--- src/rtl/aaw_defines.svh ---
`ifndef AAW_DEFINES_SVH
`define AAW_DEFINES_SVH
// register indices; byte address is four times the index
`define AAW_IDX_POLICY      8'h0D
`define AAW_IDX_CODE        8'h0E
`define AAW_IDX_RSVD        8'h0F
`define AAW_IDX_KICK        8'h10
`define AAW_IDX_IDENT       8'h11
`define AAW_IDX_FAULTS      8'h12
// reset values
`define AAW_POLICY_RST      16'h0000
`define AAW_CODE_RST        16'h0000
// field positions
`define AAW_CRCWD_HI        7
`define AAW_CRCWD_LO        6
`define AAW_OPEN_HI         5
`define AAW_OPEN_LO         4
`define AAW_SHORT_HI        3
`define AAW_SHORT_LO        2
`define AAW_HEAT_HI         1
`define AAW_HEAT_LO         0
`define AAW_VAL_HI          15
`define AAW_VAL_LO          10
`define AAW_CLAMP_BIT       9
`define AAW_KICK_BIT        0
`define AAW_WDF_BIT         11
`define AAW_CRCF_BIT        5
// policy codes
`define AAW_ACT_NONE        2'h0
`define AAW_ACT_CODE        2'h1
`define AAW_ACT_OFF         2'h2
`endif

--- src/rtl/aaw_pkg.sv ---
package aaw_pkg;
  // bus slave phases
  typedef enum logic [1:0] {
    AAW_IDLE,
    AAW_ANSWER
  } aaw_phase_e;
  // per-channel bit vector
  typedef logic [3:0] aaw_chan_t;
endpackage

--- src/rtl/aaw_action.sv ---
`include "aaw_defines.svh"
// combinational policy decode of one fault class
module aaw_action (
  input  wire logic [1:0] code_in,       // policy field
  input  wire logic [3:0] fault_in,      // per-channel fault levels
  input  wire logic       all_chan_in,   // code applies to every channel
  output logic      [3:0] subst_out,     // channels to substitute
  output logic            off_out        // shutdown request
);
  // 11 behaves like 00
  always_comb begin
    subst_out = 4'h0;
    off_out   = 1'b0;
    if (code_in == `AAW_ACT_CODE) begin
      subst_out = all_chan_in ? {4{|fault_in}} : fault_in;
    end else if (code_in == `AAW_ACT_OFF) begin
      off_out = |fault_in;
    end
  end
endmodule

--- src/rtl/aaw_kick.sv ---
// self-clearing one-cycle watchdog restart pulse
module aaw_kick (
  input  wire logic ref_clk_in,  // system clock
  input  wire logic rst_in,      // sync reset
  input  wire logic set_in,      // write of one to the kick bit
  output logic      pulse_out    // restart pulse
);
  // register: bit clears itself one cycle after being set
  always_ff @(posedge ref_clk_in) begin
    if (rst_in) begin
      pulse_out <= 1'b0;
    end else begin
      pulse_out <= set_in;
    end
  end
endmodule

--- src/rtl/aaw_regs.sv ---
// The implementer's own choice: the Avalon-MM interface to the registers.
`include "aaw_defines.svh"
// Summary of operation
// - policy register 0x0D rw, resets zero
// - bits 7:6 crc/watchdog response
// - bits 5:4 open-current response, per channel
// - bits 3:2 short-voltage response, per channel
// - bits 1:0 overheat response
// - shutdown latches until reset
// - alarm code register 0x0E rw, resets zero
// - bits 15:10 user alarm value
// - bit 9 clamp select 32/26 V
// - 0x0F reserved, reads zero
// - 0x10 write-only watchdog service register
// - kick bit restarts timer, self clears
// - 0x11 read-only identity code bits 2:0
// - watchdog fault sets flag bit 11
// - crc error sets flag bit 5
module aaw_regs #(
  parameter logic [2:0] ID_CODE = 3'h5  // identity value, arbitrary
) (
  input  wire logic        ref_clk_in,         // system clock
  input  wire logic        rst_in,             // sync reset, high
  input  wire logic [7:0]  avs_address,        // word address
  input  wire logic        avs_read,           // read request
  input  wire logic        avs_write,          // write request
  input  wire logic [31:0] avs_writedata,      // write data
  input  wire logic [3:0]  avs_byteenable,     // byte lanes
  output logic      [31:0] avs_readdata,       // read data
  output logic             avs_waitrequest,    // stall
  output logic      [1:0]  avs_response,       // 00 ok, 10 slave error
  input  wire logic        crc_err_in,         // crc error event pulse
  input  wire logic        wd_fault_in,        // watchdog fault event pulse
  input  wire logic [3:0]  open_current_in,    // open-circuit levels
  input  wire logic [3:0]  short_voltage_in,   // short-circuit levels
  input  wire logic        overheat_in,        // over-temperature level
  output logic      [3:0]  chan_disable_out,   // channel disables
  output logic             conv_disable_out,   // converter disable
  output logic      [3:0]  subst_out,          // substitute alarm value
  output logic      [5:0]  user_alarm_value_out, // alarm value
  output logic             high_side_clamp_select_out, // 1 = 26 V
  output logic             watchdog_kick_out   // restart pulse
);
  // all state
  typedef struct packed {
    aaw_pkg::aaw_phase_e phase;
    logic [31:0] rdata;
    logic [1:0]  resp;
    logic [7:0]  policy;
    logic [6:0]  code;   // value 15:10 and clamp 9
    logic        wdf;    // watchdog fault flag
    logic        crcf;   // crc fault flag
    logic        shut;   // latched shutdown
    logic [3:0]  subst;
  } aaw_state_s;

  aaw_state_s st_r;   // registered state
  aaw_state_s st_nxt; // next state
  logic [3:0] crc_sub;  // decoded substitutions
  logic [3:0] open_sub;
  logic [3:0] short_sub;
  logic [3:0] heat_sub;
  logic crc_off;        // decoded shutdowns
  logic open_off;
  logic short_off;
  logic heat_off;
  logic kick_set;       // kick write seen
  logic wr_acc;         // write accepted this cycle
  logic fault_crcwd;    // any crc/watchdog fault level

  // crc/watchdog faults act while their flags stand
  assign fault_crcwd = st_r.wdf | st_r.crcf;

  aaw_action u_crcwd (.code_in(st_r.policy[`AAW_CRCWD_HI:`AAW_CRCWD_LO]),
    .fault_in({4{fault_crcwd}}), .all_chan_in(1'b1), .subst_out(crc_sub), .off_out(crc_off));
  aaw_action u_open (.code_in(st_r.policy[`AAW_OPEN_HI:`AAW_OPEN_LO]),
    .fault_in(open_current_in), .all_chan_in(1'b0), .subst_out(open_sub), .off_out(open_off));
  aaw_action u_short (.code_in(st_r.policy[`AAW_SHORT_HI:`AAW_SHORT_LO]),
    .fault_in(short_voltage_in), .all_chan_in(1'b0), .subst_out(short_sub), .off_out(short_off));
  aaw_action u_heat (.code_in(st_r.policy[`AAW_HEAT_HI:`AAW_HEAT_LO]),
    .fault_in({4{overheat_in}}), .all_chan_in(1'b1), .subst_out(heat_sub), .off_out(heat_off));

  aaw_kick u_kick (
    .ref_clk_in (ref_clk_in),
    .rst_in     (rst_in),
    .set_in     (kick_set),
    .pulse_out  (watchdog_kick_out)
  );

  // a request is answered one cycle after it is seen
  assign wr_acc   = avs_write && st_r.phase == aaw_pkg::AAW_ANSWER;
  assign kick_set = wr_acc && avs_address == `AAW_IDX_KICK && avs_byteenable[0]
                    && avs_writedata[`AAW_KICK_BIT];

  // read mux
  function automatic logic [31:0] rd_word(input aaw_state_s s, input logic [7:0] a);
    rd_word = 32'h0000_0000;
    case (a)
      `AAW_IDX_POLICY: rd_word = {24'h000000, s.policy};
      `AAW_IDX_CODE:   rd_word = {16'h0000, s.code, 9'h000};
      `AAW_IDX_IDENT:  rd_word = {29'h00000000, ID_CODE};
      `AAW_IDX_FAULTS: rd_word = {20'h00000, s.wdf, 5'h00, s.crcf, 5'h00};
      default:         rd_word = 32'h0000_0000; // reserved and kick read zero
    endcase
  endfunction

  // address in map
  function automatic logic mapped(input logic [7:0] a);
    mapped = a >= `AAW_IDX_POLICY && a <= `AAW_IDX_FAULTS;
  endfunction

  // next-state logic
  always_comb begin
    st_nxt = st_r;
    st_nxt.resp = 2'h0;
    case (st_r.phase)
      aaw_pkg::AAW_IDLE: begin
        if (avs_read || avs_write) begin
          st_nxt.phase = aaw_pkg::AAW_ANSWER;
          st_nxt.rdata = rd_word(st_r, avs_address);
          st_nxt.resp  = mapped(avs_address) ? 2'h0 : 2'h2;
        end
      end
      aaw_pkg::AAW_ANSWER: begin
        st_nxt.phase = aaw_pkg::AAW_IDLE;
        st_nxt.rdata = 32'h0000_0000;
      end
      default: st_nxt.phase = aaw_pkg::AAW_IDLE;
    endcase
    // register writes; upper byte of policy is reserved
    if (wr_acc && avs_address == `AAW_IDX_POLICY && avs_byteenable[0]) begin
      st_nxt.policy = avs_writedata[7:0];
    end
    if (wr_acc && avs_address == `AAW_IDX_CODE && avs_byteenable[1]) begin
      st_nxt.code = avs_writedata[`AAW_VAL_HI:`AAW_CLAMP_BIT];
    end
    // flags: writing one clears, a new event wins
    if (wr_acc && avs_address == `AAW_IDX_FAULTS) begin
      if (avs_byteenable[1] && avs_writedata[`AAW_WDF_BIT]) st_nxt.wdf = 1'b0;
      if (avs_byteenable[0] && avs_writedata[`AAW_CRCF_BIT]) st_nxt.crcf = 1'b0;
    end
    if (wd_fault_in) st_nxt.wdf = 1'b1;
    if (crc_err_in) st_nxt.crcf = 1'b1;
    // shutdown sticks until reset
    if (crc_off || open_off || short_off || heat_off) st_nxt.shut = 1'b1;
    st_nxt.subst = st_nxt.shut ? 4'h0 : (crc_sub | open_sub | short_sub | heat_sub);
  end

  // state register
  always_ff @(posedge ref_clk_in) begin
    if (rst_in) begin
      st_r        <= '0;
      st_r.phase  <= aaw_pkg::AAW_IDLE;
      st_r.policy <= 8'(`AAW_POLICY_RST);
      st_r.code   <= 7'(`AAW_CODE_RST >> `AAW_CLAMP_BIT);
    end else begin
      st_r <= st_nxt;
    end
  end

  // outputs straight from flip-flops, except avs_waitrequest, which also decodes avs_read and avs_write
  assign avs_readdata               = st_r.rdata;
  assign avs_response               = st_r.resp;
  assign avs_waitrequest            = ~(st_r.phase == aaw_pkg::AAW_ANSWER) & (avs_read | avs_write);
  assign chan_disable_out           = {4{st_r.shut}};
  assign conv_disable_out           = st_r.shut;
  assign subst_out                  = st_r.subst;
  assign user_alarm_value_out       = st_r.code[6:1];
  assign high_side_clamp_select_out = st_r.code[0];
endmodule

--- config.mk ---
export PLATFORM = sky130hd
export DESIGN_NAME = aaw_regs
export DESIGN_NICKNAME = d
export VERILOG_FILES = /design/src/rtl/aaw_pkg.sv /design/src/rtl/aaw_action.sv /design/src/rtl/aaw_kick.sv /design/src/rtl/aaw_regs.sv
export VERILOG_INCLUDE_DIRS = /design/src /design/src/rtl
export SDC_FILE = /design/constraint.sdc
export NUM_CORES = 1
export LEC_CHECK = 0
export BUFFER_PORTS_ARGS = -buffer_cell sky130_fd_sc_hd__buf_2
export CAP_MARGIN = 0
export CORE_MARGIN = 2
export CORE_UTILIZATION = 41
export CTS_BUF_LIST = sky130_fd_sc_hd__clkbuf_8
export DETAILED_ROUTE_END_ITERATION = 7
export HOLD_SLACK_MARGIN = 0.12
export PLACE_DENSITY = 0.79
export REMOVE_ABC_BUFFERS = 1
export SLEW_MARGIN = 20
export SYNTH_ARGS = -nofsm -noshare
export SYNTH_HDL_FRONTEND = slang
export SYNTH_SLANG_ARGS = --single-unit
--- constraint.sdc ---
create_clock -name ref_clk_in -period 1.5 [get_ports ref_clk_in]
set_clock_uncertainty 0.05 [all_clocks]
set_input_delay 0.15 -clock ref_clk_in [delete_from_list [all_inputs] [get_ports ref_clk_in]]
set_output_delay 0.15 -clock ref_clk_in [all_outputs]
set_load 0.005 [all_outputs]
---- After elaboration in Yosys (flattened, before gate mapping) ----
Index checks and enable logic that the tools add are counted.
storage, ports and cells
  flip-flop bits (word level) ............. 58
  input bits .............................. 59
  output and inout bits ................... 52
  word-level logic and storage cells ...... 87
cells by class
  $lt $le $gt $ge ......................... 2
  equal/unequal tests ..................... 14
  mux-type cells .......................... 22
  bitwise gates (word level) .............. 9
  reductions and logical operators ........ 30
operators by type and width
  kind                  number
  $pmux W16 S4          1
  $pmux W32 S2          1
  $mux W34              1
  $eq A8 B5 Y1 const B  3
  $eq A8 B4 Y1 const B  2
  $mux W4               4
  $mux W1               13
  $logic_and A1 B1 Y1   12
  $or A4 B4 Y4          3
  $reduce_bool A2 Y1    5
  $eq A2 B1 Y1 const B  4
  $eq A2 B2 Y1 const B  4
  $ge A8 B4 Y1 const B  1
  $le A8 B5 Y1 const B  1
  $reduce_or A4 Y1      2
  $reduce_and A2 Y1     3
  $logic_or A1 B1 Y1    4
  $mux W2               2
  $reduce_or A2 Y1      2
  $not A1 Y1            3
  $reduce_or A3 Y1      1
  $logic_not A2 Y1      1
  $ne A2 B2 Y1 const B  1
  $or A1 B1 Y1          2
  $and A1 B1 Y1         1

---- Depth between registers and ports, before layout ----
  word-level depth ........................ 8
  gate-level depth with buffers ........... 5

---- By module ----
From an unflattened synthesis, not the netlist that was laid out.
second synthesis, totals
  cell total of the unflattened synthesis .. 255
  area total of the unflattened synthesis .. 2222.1 um^2
by module, submodules not included
  module      instances  cells each  area an instance (um^2)  sequential area each (um^2)
  aaw_regs    1          209         1908.1                   780.7
  aaw_action  4          11          70.1                     0.0
  aaw_kick    1          2           33.8                     20.0

---- Worst setup path after synthesis ----
OpenSTA, ideal clock, no wires.
  path kind ............................... input to register
  start ................................... input avs_address[5]
  end ..................................... register st_r[5] (netlist name)
  library setup time ...................... 0.131 ns
  data arrival time ....................... 1.431 ns
  path slack .............................. -0.112 ns
  cell stages on the path ................. 5
  buffers on the path ..................... 1
  path through ............................ or3_4 or3_2 buf_2 o31ai_1 a21oi_1
on the way
  longest elaborated chain between the ends .. 4
RTL lines
  item                                  RTL line         text
  start, declared                       aaw_regs.sv:24   input wire logic [7:0] avs_address,
  $eq A8 B5 Y1                          -
  $logic_and A1 B1 Y1 (no source line)  -
  $reduce_bool A2 Y1 (no source line)   -
  $reduce_and A2 Y1 (no source line)    -
  end signal, assigned                  aaw_regs.sv:157  st_r <= st_nxt;
  end, declared                         aaw_regs.sv:57   aaw_state_s st_r;
No other way between the ends.
A chain may end at the register's enable or synchronous reset.

---- Worst setup path in the final report ----
Same ends and word-level chain as after synthesis.

==> results.py <==
metrics = {
    "status": {
        "status": "completed",
    },
    "clocking": {
        "cts_root_buffer": "clkbuf_8",
        "clkLatencyLatePin_ns": 0.29,
        "cts_sinks": 40,
        "cts_buffers": 5,
        "cts_setup_buffers": 0,
        "cts_tree": "yes",
        "ctsLongestPathBuffers": 2,
        "clk_pin_slew_ns": 0.07,
        "htree_num_levels": 2,
    },
    "synthesis": {
        "seq_area_frac_synth": 0.4140,
        "synth_seq_cells": 40,
        "synth_edf_count": 0,
        "synthCells": 206,
        "synth_top_area_cell": "dfxtp_1",
        "syn_area_sq_mm": 0.001934,
        "yosys.cell_count.top_type": "buf_4",
        "synthArstFlopShare": 0,
        "synth_ff_type": "dfxtp_1",
        "ys_types": 35,
        "synth_common_cells": "buf_4 (48), dfxtp_1 (40), nor2_1 (22), mux2i_1 (15), a22o_1 (11)",
        "synth_area_leaders": "dfxtp_1 (41%), buf_4 (19%), mux2i_1 (7.8%)",
        "yosysTopAreaCellShare": 0.4140,
        "syn_avg_cell_area_sq_um": 9.390,
        "synth_warnings": 0,
    },
    "setup_path": {
        "cp_data_required_time_ns": 1.62,
        "critPathKind": "primary input to flip-flop",
        "critPathCaptureType": "flip-flop",
        "cp.arrival_ns": 1.56,
        "crit_fanout": 6,
        "worst_setup_path_start_kind": "primary input",
        "rr_worst_depth": 4,
    },
    "finish": {
        "fillers": 425,
        "num-nets-final": 337,
        "stdcell_area_sq_mm": 0.002417,
        "diodes": 0,
        "syn2layout_area_growth_pct": 24.97,
        "drive_above_1_share": 0.3477,
    },
    "placement": {
        "place_congestion": 0.7884,
        "numPortBuffers": 73,
        "dpl_cell_area_sq_mm": 0.002146,
        "dpl.hpwl_mm": 3.237,
        "pre_cts_slack_ns": -0.2482,
    },
    "floorplan": {
        "fp.dieW_um": 72.69,
        "die_area_sq_mm": 0.005283,
        "start_util": 0.4352,
        "ios": 111,
        "core_sq_mm": 0.004444,
        "rows": 24,
        "fp.dieH_um": 72.69,
    },
    "sta": {
        "finalHoldViolCount": 0,
        "setup_ws_ns": 0.06734,
        "rsz0062_at_grt": "no",
        "finalSetupViolations": 0,
        "max_freq_mhz": 698.0,
        "fin_hold_ws_ns": 0.1385,
        "fin_crit_sh": 0.9551,
        "min_period_ns": 1.433,
        "slew_viol_final": 0,
    },
    "worst_hold_path": {
        "hold_path_depth": 3,
        "hold_class": "primary input to flip-flop",
    },
    "pwr": {
        "irDropWorstVdd_uv": 301.4,
        "powerDensity_mw_per_mm2": 820.2,
        "p_leak_nw": 1.180,
    },
    "grt": {
        "track_usage": 0.1692,
        "antenna_found_initial": 0,
        "grt-ovfl-total": 0,
        "grt_pass1_wl_mm": 6.851,
        "grt_max_degree": 15,
        "grt_pass1_vias": 1523,
    },
    "route": {
        "vias_per_cell": 4.813,
        "drt_iter0_markers": 69,
        "drt-total-wl_mm": 4.239,
        "vias": 1593,
        "antenna_left": 0,
        "drc": 0,
        "dr.pass1.iters": 4,
        "wire_per_inst_um": 12.81,
    },
    "run": {
        "maxCapViolCount": 0,
    },
}
[flip-flops by register name, summed over array words and instances (netlist names)]
| register | count |
|---|---|
| avs_readdata | 15 |
| st_r | 11 |
| user_alarm_value_out | 6 |
| subst_out | 4 |
| avs_response | 1 |
| conv_disable_out | 1 |
| high_side_clamp_select_out | 1 |
| u_kick.pulse_out | 1 |
[path summary, 6_finish.rpt]
| kind | end | from | slack (ns) |
|---|---|---|---|
| worst max register to register | subst_out[2]$_SDFF_PP0_ | st_r[18]$_SDFFE_PP0P_ | 0.10 |
| worst min register to register | avs_readdata[15]$_SDFFE_PP0P_ | avs_readdata[15]$_SDFFE_PP0P_ | 0.43 |
| worst max-delay path | st_r[5]$_SDFFE_PP0P_ | avs_address[5] | 0.07 |
| worst min-delay path | subst_out[0]$_SDFF_PP0_ | short_voltage_in[0] | 0.14 |
[metrics by stage]
step	power (mW)	TNS, ns	util	instances
4_1_cts	2.000	0	0.5419	331
3_5_place_dp	1.249	-1.861	0.4828	306
3_3_place_gp	1.248	-1.569	0.4828	306
5_1_grt	2.073	0	0.5439	331
6_report	1.983	0	0.5439	331
2_1_floorplan	1.151	-7.120	-	171
[repair_timing]
| item | in CTS | in global routing |
|---|---|---|
| hold buffers | 17 | 0 |
| setup endpoints to repair | 0 | 11 |
| endpoints found under the hold margin | 18 | 0 |
| gates resized for setup | 0 | 2 |
[routing by layer]
metal | up-vias | routed length (um) | track usage
met5 | - | 0 | 0
met4 | 0 | 87 | 0.07202
met3 | 7 | 262 | 0.04696
met2 | 59 | 2071 | 0.2879
met1 | 726 | 1818 | 0.1991
li1 | 801 | - | -
[layout make-up]
type,instances,area [sq um],area share
Clock inverter,2,10.01,0.004141
Timing Repair Buffer,100,623.1,0.2578
Multi-Input combinational cell,123,805.8,0.3333
Tap cell,52,65.06,0.02692
Clock buffer,6,82.58,0.03416
Inverter,8,30.03,0.01242
Sequential cell,40,800.8,0.3313
[layout by cell type, fill, tap and decap left out, types with 3 or more instances in the layout]
cell type / n
dlygate4sd3_1: 17
inv_1: 8
buf_4: 9
mux2i_1: 15
dfxtp_1: 40
nor3b_1: 3
a22oi_1: 4
nor2_1: 22
nor2b_1: 3
nand2b_1: 3
nand2_1: 3
a21oi_1: 7
o21ai_0: 3
nand3_1: 3
conb_1: 18
a221o_1: 3
a22o_1: 11
buf_2: 73
nor3_1: 5
clkbuf_8: 6
[power by group]
| group | total (mW) | internal [mW] | switching (mW) |
|---|---|---|---|
| logic | 0.187 | 0.0978 | 0.0891 |
| clock network | 0.719 | 0.367 | 0.353 |
| registers | 1.08 | 1.07 | 0.00725 |
| total | 1.98 | 1.53 | 0.449 |
[logic make-up after synthesis]
kind of cell / synth area share
buffers and inverters: 0.2102
AND/OR/NAND/NOR: 0.1637
flip-flops: 0.4140
AO/OA/AOI/OAI: 0.1326
multiplexers: 0.07762
other: 0.001939
[worst max-delay path, stage by stage]
cell and delay (ns):
buf_2 0.11, or3_4 0.40, or3_2 0.52, o31ai_1 0.27, a21oi_1 0.10
(Power assumes the default switching activity.)
